## src/include/slave_frames_pkg.sv

```systemverilog
// shared constants, carriers and the frame check function for the serial register slave
package slave_frames_pkg;
   // function codes and exception encoding
   localparam logic [7:0] FC_READ = 8'h03;
   localparam logic [7:0] FC_LOOP = 8'h08;
   localparam logic [7:0] FC_WRITE = 8'h10;
   localparam logic [7:0] EXC_FLAG = 8'h80;
   localparam logic [7:0] ERR_FUNC = 8'h01;
   localparam logic [7:0] ERR_DATA = 8'h03;
   localparam logic [7:0] BCAST_ADDR = 8'h00;
   // frame check
   localparam logic [15:0] CRC_INIT = 16'hffff;
   localparam logic [15:0] CRC_POLY = 16'ha001;
   // frame geometry in bytes
   localparam int MAX_REGS = 16;
   localparam int MAX_CMD = 41;
   localparam int FIX_CMD_LEN = 8;
   localparam int MIN_FRAME = 4;
   localparam int WR_DATA_POS = 7;
   localparam int WR_CNT_POS = 6;
   localparam int WR_RESP_LAST = 5;
   localparam int SHORT_HDR_LAST = 2;
   localparam int FIFO_DEPTH = 16;

   // one received byte, with the end-of-frame gap marker from the line layer
   typedef struct packed {
      logic valid;
      logic frame_end;
      logic [7:0] data;
   } rx_byte_t;

   // one register access toward the register file
   typedef struct packed {
      logic valid;
      logic we;
      logic stage;
      logic [15:0] addr;
      logic [15:0] wdata;
   } reg_req_t;

   // one byte through the right-shifting reflected check
   function automatic logic [15:0] crc_step(input logic [15:0] crc, input logic [7:0] b);
      logic [15:0] c;
      c = crc ^ {8'h00, b};
      for (int i = 0; i < 8; i++) begin
         c = c[0] ? ((c >> 1) ^ CRC_POLY) : (c >> 1);
      end
      return c;
   endfunction
endpackage

```

## src/hw/serial_register_slave_frames.sv

```systemverilog
// command interpreter for framed serial register access: read, loopback, multi write
`timescale 1ns/1ps
module serial_register_slave_frames #(
   parameter int MAX_CMD_BYTES = slave_frames_pkg::MAX_CMD
) (
   input wire logic ref_clk,
   input wire logic rst_n,
   input wire slave_frames_pkg::rx_byte_t rx_in,
   input wire logic [7:0] own_addr,
   input wire logic comm_enter_function_select,
   input wire logic [15:0] reg_rdata,
   input wire logic tx_ready,
   output logic tx_valid,
   output logic [7:0] tx_data,
   output slave_frames_pkg::reg_req_t reg_req,
   output logic frame_busy
);
   generate
      if (MAX_CMD_BYTES < slave_frames_pkg::MAX_CMD || MAX_CMD_BYTES > 63) begin : g_bad_len
         $error("command buffer must hold 41 to 63 bytes");
      end
   endgenerate

   typedef enum {S_CLR, S_RX, S_DEC, S_WR, S_HDR, S_RD_REQ, S_RD_WAIT, S_RD_CAP,
                 S_RD_HI, S_RD_LO, S_CRC_LO, S_CRC_HI} state_t;
   typedef enum {R_LOOP, R_EXC, R_WR, R_RD} resp_t;

   state_t state_reg, state_next;
   resp_t resp_reg, resp_next;
   logic [7:0] buf_reg [MAX_CMD_BYTES];
   logic [7:0] buf_next [MAX_CMD_BYTES];
   logic [5:0] len_reg, len_next, idx_reg, idx_next;
   logic [15:0] crc_reg, crc_next, txcrc_reg, txcrc_next, word_reg, word_next;
   logic ovf_reg, ovf_next, busy_reg, busy_next;
   logic [7:0] code_reg, code_next;
   slave_frames_pkg::reg_req_t req_reg, req_next;
   logic push;
   logic [7:0] push_data;
   logic fifo_in_ready;

   // frame fields
   logic [7:0] fc;
   logic [15:0] start, qty;
   logic bcast, frame_ok, qty_ok, wr_ok, fix_len;
   logic [5:0] data_pos, hdr_last;
   logic [7:0] hdr_byte;

   assign fc = buf_reg[1];
   assign start = {buf_reg[2], buf_reg[3]};
   assign qty = {buf_reg[4], buf_reg[5]};
   assign bcast = (buf_reg[0] == slave_frames_pkg::BCAST_ADDR);
   // accept only complete, uncorrupted frames for this node; a good frame leaves a zero residue
   assign frame_ok = !ovf_reg && (len_reg >= 6'(slave_frames_pkg::MIN_FRAME)) && (crc_reg == 16'h0000)
                     && (bcast || buf_reg[0] == own_addr);
   assign qty_ok = (qty != 16'h0000) && (qty <= 16'(slave_frames_pkg::MAX_REGS));
   assign fix_len = (len_reg == 6'(slave_frames_pkg::FIX_CMD_LEN));
   // byte count must match quantity, and frame length must match byte count
   assign wr_ok = qty_ok && (buf_reg[slave_frames_pkg::WR_CNT_POS] == {qty[6:0], 1'b0})
                  && (len_reg == 6'(slave_frames_pkg::WR_DATA_POS + 2) + {qty[4:0], 1'b0});
   assign data_pos = 6'(slave_frames_pkg::WR_DATA_POS) + {idx_reg[4:0], 1'b0};

   // header byte of the reply being built
   always_comb begin
      hdr_byte = buf_reg[idx_reg];
      hdr_last = 6'(slave_frames_pkg::SHORT_HDR_LAST);
      case (resp_reg)
         R_EXC: begin
            if (idx_reg == 6'h01) begin
               hdr_byte = fc | slave_frames_pkg::EXC_FLAG;
            end else if (idx_reg != 6'h00) begin
               hdr_byte = code_reg;
            end
         end
         R_RD: begin
            if (idx_reg == 6'h02) begin
               hdr_byte = {qty[6:0], 1'b0};
            end
         end
         R_WR: hdr_last = 6'(slave_frames_pkg::WR_RESP_LAST);
         default: hdr_last = len_reg - 6'h01;
      endcase
   end

   // command sequencer next values
   always_comb begin
      state_next = state_reg;
      resp_next = resp_reg;
      buf_next = buf_reg;
      len_next = len_reg;
      idx_next = idx_reg;
      crc_next = crc_reg;
      txcrc_next = txcrc_reg;
      word_next = word_reg;
      ovf_next = ovf_reg;
      code_next = code_reg;
      req_next = '0;
      push = 1'b0;
      push_data = 8'h00;
      case (state_reg)
         S_CLR: begin
            len_next = '0;
            crc_next = slave_frames_pkg::CRC_INIT;
            ovf_next = 1'b0;
            state_next = S_RX;
         end
         S_RX: begin
            if (rx_in.valid) begin
               if (len_reg < 6'(MAX_CMD_BYTES)) begin
                  buf_next[len_reg] = rx_in.data;
                  len_next = len_reg + 6'h01;
                  crc_next = slave_frames_pkg::crc_step(crc_reg, rx_in.data);
               end else begin
                  ovf_next = 1'b1;
               end
            end
            if (rx_in.frame_end) begin
               state_next = S_DEC;
            end
         end
         S_DEC: begin
            idx_next = '0;
            txcrc_next = slave_frames_pkg::CRC_INIT;
            resp_next = R_EXC;
            code_next = slave_frames_pkg::ERR_DATA;
            state_next = bcast ? S_CLR : S_HDR;
            if (!frame_ok) begin
               state_next = S_CLR;
            end else if (fc == slave_frames_pkg::FC_READ) begin
               if (fix_len && qty_ok) begin
                  resp_next = R_RD;
               end
            end else if (fc == slave_frames_pkg::FC_LOOP) begin
               if (fix_len) begin
                  resp_next = R_LOOP;
               end
            end else if (fc == slave_frames_pkg::FC_WRITE) begin
               if (wr_ok) begin
                  state_next = S_WR;
               end
            end else begin
               code_next = slave_frames_pkg::ERR_FUNC;
            end
         end
         S_WR: begin
            req_next.valid = 1'b1;
            req_next.we = 1'b1;
            req_next.stage = comm_enter_function_select;
            req_next.addr = start + {10'h000, idx_reg};
            req_next.wdata = {buf_reg[data_pos], buf_reg[data_pos + 6'h01]};
            idx_next = idx_reg + 6'h01;
            if ({10'h000, idx_reg} == qty - 16'h0001) begin
               idx_next = '0;
               resp_next = R_WR;
               state_next = bcast ? S_CLR : S_HDR;
            end
         end
         S_HDR: begin
            if (fifo_in_ready) begin
               push = 1'b1;
               push_data = hdr_byte;
               txcrc_next = slave_frames_pkg::crc_step(txcrc_reg, hdr_byte);
               idx_next = idx_reg + 6'h01;
               if (idx_reg == hdr_last) begin
                  idx_next = '0;
                  if (resp_reg == R_LOOP) begin
                     state_next = S_CLR;
                  end else if (resp_reg == R_RD) begin
                     state_next = S_RD_REQ;
                  end else begin
                     state_next = S_CRC_LO;
                  end
               end
            end
         end
         S_RD_REQ: begin
            req_next.valid = 1'b1;
            req_next.addr = start + {10'h000, idx_reg};
            state_next = S_RD_WAIT;
         end
         S_RD_WAIT: state_next = S_RD_CAP;
         S_RD_CAP: begin
            word_next = reg_rdata;
            state_next = S_RD_HI;
         end
         S_RD_HI: begin
            if (fifo_in_ready) begin
               push = 1'b1;
               push_data = word_reg[15:8];
               txcrc_next = slave_frames_pkg::crc_step(txcrc_reg, word_reg[15:8]);
               state_next = S_RD_LO;
            end
         end
         S_RD_LO: begin
            if (fifo_in_ready) begin
               push = 1'b1;
               push_data = word_reg[7:0];
               txcrc_next = slave_frames_pkg::crc_step(txcrc_reg, word_reg[7:0]);
               idx_next = idx_reg + 6'h01;
               state_next = ({10'h000, idx_reg} == qty - 16'h0001) ? S_CRC_LO : S_RD_REQ;
            end
         end
         S_CRC_LO: begin
            if (fifo_in_ready) begin
               push = 1'b1;
               push_data = txcrc_reg[7:0];
               state_next = S_CRC_HI;
            end
         end
         default: begin
            if (fifo_in_ready) begin
               push = 1'b1;
               push_data = txcrc_reg[15:8];
               state_next = S_CLR;
            end
         end
      endcase
      // a broadcast write leaves for clear while its last access still shows, so that access holds busy up
      busy_next = ((state_next != S_RX) && (state_next != S_CLR)) || req_next.valid;
   end

   // registers only
   always_ff @(posedge ref_clk or negedge rst_n) begin
      if (!rst_n) begin
         state_reg <= S_CLR;
         resp_reg <= R_EXC;
         buf_reg <= '{default: 8'h00};
         len_reg <= '0;
         idx_reg <= '0;
         crc_reg <= slave_frames_pkg::CRC_INIT;
         txcrc_reg <= slave_frames_pkg::CRC_INIT;
         word_reg <= '0;
         ovf_reg <= 1'b0;
         code_reg <= 8'h00;
         req_reg <= '0;
         busy_reg <= 1'b0;
      end else begin
         state_reg <= state_next;
         resp_reg <= resp_next;
         buf_reg <= buf_next;
         len_reg <= len_next;
         idx_reg <= idx_next;
         crc_reg <= crc_next;
         txcrc_reg <= txcrc_next;
         word_reg <= word_next;
         ovf_reg <= ovf_next;
         code_reg <= code_next;
         req_reg <= req_next;
         busy_reg <= busy_next;
      end
   end

   assign reg_req = req_reg;
   assign frame_busy = busy_reg;

   // reply bytes queue toward the line layer; a full queue stalls the sequencer
   byte_fifo #(.WIDTH(8), .DEPTH(slave_frames_pkg::FIFO_DEPTH)) u_tx_fifo (
      .ref_clk(ref_clk),
      .rst_n(rst_n),
      .in_valid(push),
      .in_ready(fifo_in_ready),
      .in_data(push_data),
      .out_valid(tx_valid),
      .out_ready(tx_ready),
      .out_data(tx_data)
   );
endmodule

```

## src/hw/byte_fifo.sv

```systemverilog
// fifo with a registered output stage
`timescale 1ns/1ps
module byte_fifo #(
   parameter int WIDTH = 8,
   parameter int DEPTH = slave_frames_pkg::FIFO_DEPTH
) (
   input wire logic ref_clk,
   input wire logic rst_n,
   input wire logic in_valid,
   output logic in_ready,
   input wire logic [WIDTH-1:0] in_data,
   output logic out_valid,
   input wire logic out_ready,
   output logic [WIDTH-1:0] out_data
);
   localparam int AW = $clog2(DEPTH);

   generate
      if (DEPTH < 2 || (1 << AW) != DEPTH) begin : g_bad_depth
         $error("byte_fifo depth must be a power of two, at least 2");
      end
   endgenerate

   logic [WIDTH-1:0] mem_reg [DEPTH];
   logic [WIDTH-1:0] mem_next [DEPTH];
   logic [AW-1:0] wp_reg, wp_next, rp_reg, rp_next;
   logic [AW:0] cnt_reg, cnt_next;
   logic ov_reg, ov_next;
   logic [WIDTH-1:0] od_reg, od_next;
   logic push, pop, load;

   assign in_ready = (cnt_reg != (AW+1)'(DEPTH));
   assign out_valid = ov_reg;
   assign out_data = od_reg;

   // storage and output stage next values; the output refills when empty or taken
   always_comb begin
      mem_next = mem_reg;
      load = !ov_reg || out_ready;
      push = in_valid && in_ready;
      pop = load && (cnt_reg != '0);
      wp_next = push ? wp_reg + 1'b1 : wp_reg;
      rp_next = pop ? rp_reg + 1'b1 : rp_reg;
      if (push) begin
         mem_next[wp_reg] = in_data;
      end
      cnt_next = cnt_reg + (AW+1)'(push) - (AW+1)'(pop);
      ov_next = load ? (cnt_reg != '0) : ov_reg;
      od_next = pop ? mem_reg[rp_reg] : od_reg;
   end

   // registers only
   always_ff @(posedge ref_clk or negedge rst_n) begin
      if (!rst_n) begin
         mem_reg <= '{default: '0};
         wp_reg <= '0;
         rp_reg <= '0;
         cnt_reg <= '0;
         ov_reg <= 1'b0;
         od_reg <= '0;
      end else begin
         mem_reg <= mem_next;
         wp_reg <= wp_next;
         rp_reg <= rp_next;
         cnt_reg <= cnt_next;
         ov_reg <= ov_next;
         od_reg <= od_next;
      end
   end
endmodule

```

## config.mk

```make
export PLATFORM = sky130hd
export DESIGN_NAME = serial_register_slave_frames
export DESIGN_NICKNAME = d
export VERILOG_FILES = /design/src/include/slave_frames_pkg.sv /design/src/hw/serial_register_slave_frames.sv /design/src/hw/byte_fifo.sv
export SDC_FILE = /design/constraint.sdc
export NUM_CORES = 1
export LEC_CHECK = 0
export BUFFER_PORTS_ARGS = -buffer_cell sky130_fd_sc_hd__buf_2
export CAP_MARGIN = 20
export CORE_MARGIN = 3
export CORE_UTILIZATION = 44
export CTS_CLUSTER_DIAMETER = 150
export DETAILED_ROUTE_END_ITERATION = 16
export SYNTH_ARGS = -nofsm -noshare
export SYNTH_HDL_FRONTEND = slang
export SYNTH_SLANG_ARGS = --single-unit
export TNS_END_PERCENT = 1
```

## constraint.sdc

```tcl
create_clock -name ref_clk -period 6.1 [get_ports ref_clk]
set_input_delay 0.305 -clock ref_clk [delete_from_list [all_inputs] [get_ports ref_clk]]
set_output_delay 0.305 -clock ref_clk [all_outputs]
set_load 0.005 [all_outputs]
```

-- Word level (Yosys, flattened, before mapping)
Cells that the tools add are included.
- $add $sub $neg: 12
- magnitude comparators: 11
- equality and inequality tests: 34
- muxes and demuxes: 114
- bitwise logic cells: 42
- reduce and logical (&&, ||, !) cells: 38
- operators by type and width (cell ; count):
    16-bit two-way mux ; 39
    32-bit two-way mux ; 11
    32-bit one-hot mux with 11 select lines ; 1
    328-bit bitwise mux ; 1
    32-bit by 3-bit equality test with 1-bit output, second input constant ; 5
    8-bit binary-select mux with 6-bit select ; 3
    8-bit two-way mux ; 18
    128-bit bitwise mux ; 1
    32-bit by 2-bit equality test with 1-bit output, second input constant ; 4
    32-bit by 4-bit equality test with 1-bit output, second input constant ; 3
    2-bit NOT with 3-bit output ; 32
    32-bit by 1-bit equality test with 1-bit output, second input constant ; 2
    32-bit zero test ; 2
    16-bit one-hot mux with 4 select lines ; 1
    32-bit one-hot mux with 2 select lines ; 1
    16-bit by 8-bit XOR with 16-bit output ; 4
    8-bit demux with 6-bit select ; 1
    8-bit one-hot mux with 5 select lines ; 1
    6-bit two-way mux ; 6
    8-bit binary-select mux with 4-bit select ; 1
    8-bit demux with 4-bit select ; 1
    32-bit by 2-bit inequality test with 1-bit output, second input constant ; 1
    16-bit one-hot mux with 2 select lines ; 1
    32-bit nonzero test ; 1
    other kinds (53) ; 110
- flip-flop bits (word level): 647

-- Longest topological paths before layout
- word-level depth: 26
- gate-level depth with buffers: 17

-- Modules after synthesis
Synthesis repeated with hierarchy kept, for this count alone.
- cell total of the unflattened synthesis: 2530
- area total of the unflattened synthesis: 33007.9 um^2
- modules (own cells, without submodules) (module ; instances ; cells an instance ; area an instance (um^2) ; sequential area each (um^2)):
    serial_register_slave_frames ; 1 ; 2082 ; 25854.8 ; 11577.4
    byte_fifo ; 1 ; 448 ; 7153.1 ; 3753.6

-- Least setup slack after synthesis
OpenSTA, ideal clock, no wires.
- path type: register to register
- start point: reg idx_reg[2]
- end point: reg txcrc_reg[0]
- arrival time: 4.713 ns
- required time: 6.039 ns
- path slack: 1.326 ns
- stages on the path, launching flop included: 16
- clock period less this slack: 4.774 ns
- cells stage by stage: dfrtp_1 buf_6 inv_1 buf_1 clkbuf_1 buf_1 ha_1 nor3b_1 a31o_2 o21ai_0 a222oi_1 xnor3_1 xor3_1 xor3_1 o211ai_2 o31a_1
- cells in the longest elaborated chain, start to end: 19
- elaborated cells between the ends (all ways): 29
- classes of those cells: eq/ne (2); mux (17); bitwise (9); reduce/logical (1)
- RTL lines (element ; RTL line ; RTL):
    from (decl) ; serial_register_slave_frames.sv:32 ; logic [5:0] len_reg, len_next, idx_reg, idx_next;
    from (signal assigned) ; serial_register_slave_frames.sv:241 ; idx_reg <= idx_next;
    6-bit NOT with 7-bit output (not written as such) ; serial_register_slave_frames.sv:64 ; hdr_byte = buf_reg[idx_reg];
    8-bit binary-select mux with 6-bit select ; serial_register_slave_frames.sv:64 ;
    8-bit two-way mux (not written as such) (2 in a row) ; serial_register_slave_frames.sv:64 ;
    8-bit two-way mux ; serial_register_slave_frames.sv:70 ; end else if (idx_reg != 6'h00) begin
    8-bit two-way mux ; serial_register_slave_frames.sv:68 ; if (idx_reg == 6'h01) begin
    8-bit one-hot mux with 2 select lines * ; serial_register_slave_frames.sv:66 ; case (resp_reg)
    16-bit by 8-bit XOR with 16-bit output * ; slave_frames_pkg.sv:44 ; c = crc ^ {8'h00, b};
    16-bit two-way mux * (6 in a row) ; slave_frames_pkg.sv:46 ; c = c[0] ? ((c >> 1) ^ CRC_POLY) : (c >> 1);
    2-bit NOT with 3-bit output (no line) or 16-bit two-way mux (tied branches) ; n/a ;
    16-bit two-way mux * (2 in a row) ; slave_frames_pkg.sv:46 ;
    16-bit two-way mux * ; serial_register_slave_frames.sv:158 ; if (fifo_in_ready) begin
    16-bit one-hot mux with 4 select lines * ; serial_register_slave_frames.sv:99 ; case (state_reg)
    to (signal assigned) ; serial_register_slave_frames.sv:230 ; txcrc_reg <= slave_frames_pkg::CRC_INIT;
    to (signal assigned) ; serial_register_slave_frames.sv:243 ; txcrc_reg <= txcrc_next;
    to (decl) ; serial_register_slave_frames.sv:33 ; logic [15:0] crc_reg, crc_next, txcrc_reg, txcrc_next, word_reg, word_next;
Mark *: on every way between the ends. The rest lies on a longest branch, timed or not. The select of a mux whose other input is x is not followed.
A chain may end at the register's enable or synchronous reset.

-- Worst setup path after layout
- start point: reg idx_reg[0]
- end point: reg txcrc_reg[0]
The elaborated chain is that of the path after synthesis.

==> metrics.txt <==
status finished, final reports clean; Area growth syn-to-layout 12.2%; final setup violation count 0; worst slew pin tran 1.20 ns; Worst Path Required 6.66 ns; max_slew headroom 20.0%; post-DR vias/cell 6.21; pre-CTS setup slack 1.06 ns; synth unique cells 76; Die Y 278 µm; Mapped Nets 2,579; antenna-violating nets left 0; Max VDD drop 0.407 mV; HP Start rx_in[8]; initial core utilization 44.5%; Die Span X 278 µm; clk sinks 611; hold path depth 5; first-pass GRT wire length 146 mm; final hold vios 0; fill count 6,272; Post-synth EDFFs 0; share of the synthesized area in the top cell type 44.4%; Worst Reg-to-Reg Cells 12; Port Buffers 82; Crit Path Max Fanout 48; setup TNS 0 ns; Hold WS 0.219 ns; maxcap violations 0; top post-synthesis cells by area dfrtp_1 (44%), mux2_2 (17%), mux4_2 (13%); vias in the first global route 22.5k; RSZ-0062 raised after global routing false; power density cells 461 nW/µm²; CP max stage delay 0.75 ns; ys async rst share 100%; Seq. cell area 15,300 µm²; Post-Syn Instances 2,504; leak pwr 16.5 nW; commonest non-fill, non-tap cells in the layout dfrtp_1 (574), mux2_2 (493), mux4_2 (186); Core Box Area 73,200 µm²; ys flop type dfrtp_1; Mean Syn Cell Area 13.0 µm²; hold buffers post-CTS 19; Inserted Clock Buffers 71; area of the mapped netlist 32,600 µm²; largest net degree at the start of global routing 173; Tot GR Track Use 24.9%; sequential share of the synthesized area 47.0%; WL per Instance 26.8 µm; Hold Path Class input port to flop; worst skew pair latency 0.63 ns; slowest stage cell, crit path a222oi_1; DRC viols 0; Detailed Routing Iterations Pass 1 5; WHS Endpoint state_reg[1]$_DFF_PN0_; fin crit period 5.08 ns; Yosys reg bits 611; Final #Nets 2,634; gp weighted congestion 0.931; maximum clock frequency 197 MHz; Std-Cell Rows 99; ratio of cells with drive above 1 in the final layout 37.7%; CTS root buf clkbuf_16; CTS clk-pin slew, worst paths 0.06 ns; final setup margin 1.02 ns; IO Pins 83; initial antenna violation count 4; Reg-to-Reg End txcrc_reg[0]$_DFFE_PN1P_; final slew viol count 0; CTS resizes 0; worst reg2reg path startpoint idx_reg[0]$_DFFE_PN0P_; Final HPWL DP 66.0 mm; clock buffer depth 3; Tcrit/Tclk final 83.3%; CP Capture Type flop; Post-Route WL 96.0 mm; commonest non-fill, non-tap cell in the layout dfrtp_1; Worst Skew 0.0231 ns; Crit Path Category flop to flop; Synth area leader dfrtp_1; vias 22.2k; initial DRC count 2,326; Post-CTS Setup Bufs 0; Die Area 77,400 µm²; total global routing overflow 0; Largest register FFs 320; CP cell instances buf_4, nor2b_1, a2111oi_0, nor3_1, o31a_1, a211o_1, a222oi_1, xnor3_1, xor3_1, xor3_1, o211ai_2, o31a_1; flop2flop setup slack 1.02 ns; TritonCTS clock tree yes; Critical Path AT 5.64 ns; Multi-input gate area 16,400 µm²; Synth warnings 0; CTS H-Tree Depth 3; CP startpoint kind flop
==> worst max-delay path by stage <==
| stage | startpoint | to | slack, ns | depth (start not counted) |
|---|---|---|---|---|
| floorplan | idx_reg[2]$_DFFE_PN0P_ | txcrc_reg[0]$_DFFE_PN1P_ | 1.33 | 15 |
| global placement | idx_reg[0]$_DFFE_PN0P_ | txcrc_reg[0]$_DFFE_PN1P_ | 1.16 | 12 |
| global route | idx_reg[0]$_DFFE_PN0P_ | txcrc_reg[0]$_DFFE_PN1P_ | 0.76 | 12 |
| detailed placement | idx_reg[0]$_DFFE_PN0P_ | txcrc_reg[0]$_DFFE_PN1P_ | 1.06 | 12 |
| CTS | idx_reg[0]$_DFFE_PN0P_ | txcrc_reg[0]$_DFFE_PN1P_ | 1.02 | 12 |
| finish | idx_reg[0]$_DFFE_PN0P_ | txcrc_reg[0]$_DFFE_PN1P_ | 1.02 | 12 |
==> cells in the mapped netlist, types with 17 or more instances <==
library cell  number
nor2b_1           45
nand4_1           20
mux4_2           186
nor3_1            42
nor4_1            27
mux2i_1           34
mux2_2           493
nand3_1           29
nand2b_1          17
dfstp_2           33
xor2_1            46
inv_1             32
buf_1             30
a21oi_1           84
dfrtp_1          578
nand2_1          140
clkbuf_1         122
o21ai_0           55
nor2_1           111
a22oi_1           21
xnor2_1           92
ha_1              35
==> area by class of cell <==
class / count / area share (%)
Multi-Input combinational cell: 1681 / 44.7
Sequential cell: 611 / 42.0
Clock buffer: 108 / 5.82
Tap cell: 959 / 3.28
Timing Repair Buffer: 160 / 3.11
Clock inverter: 22 / 0.756
Inverter: 34 / 0.349
Antenna cell: 1 / 0.00684
==> per-layer routing <==
metal  vias to the layer above  GRT usage, %  routed length [µm]
li1                       9431             -                   -
met1                     11643          33.1               38900
met2                       912          41.3               46600
met3                       214          4.25                6740
met4                         2          8.77                3780
met5                         -             0                  14
==> stage by stage <==
step,power (mW),std cells,utilization (%),instance area [µm²]
floorplan,10.1,2504,-,32600
global placement,12.3,3415,46.3,33900
detailed placement,12.5,3423,46.4,33900
CTS,16.9,3572,49.9,36500
global route,17.7,3575,49.9,36600
finish,16.9,3576,49.9,36600
==> kinds of logic (layout without fill, tap and decap cells) <==
group	Yosys count	after routing	synth area share (%)
flops	611	611	47.0
mux	716	716	31.2
fa+ha+maj	37	37	1.47
other cells	0	1	0
buf+inv	212	324	2.93
simple gates	505	505	7.64
compound gates	279	279	5.62
xor+xnor	144	144	4.13
==> power by group <==
group	internal (mW)	switching (mW)	total, mW
registers	4.73	0.899	5.63
clock network	2.60	1.75	4.35
logic	3.16	3.73	6.90
total	10.5	6.38	16.9
==> critical path, delay by kind of cell (launching register included) <==
| family | cells | cell delay (ns) |
|---|---|---|
| AO/OA/AOI/OAI | 6 | 1.97 |
| buffers and inverters | 1 | 0.67 |
| AND/OR/NAND/NOR | 2 | 0.24 |
| XOR/XNOR | 3 | 1.36 |
| flip-flops | 1 | 0.73 |
Note: power is estimated with default switching activity, not from simulation.
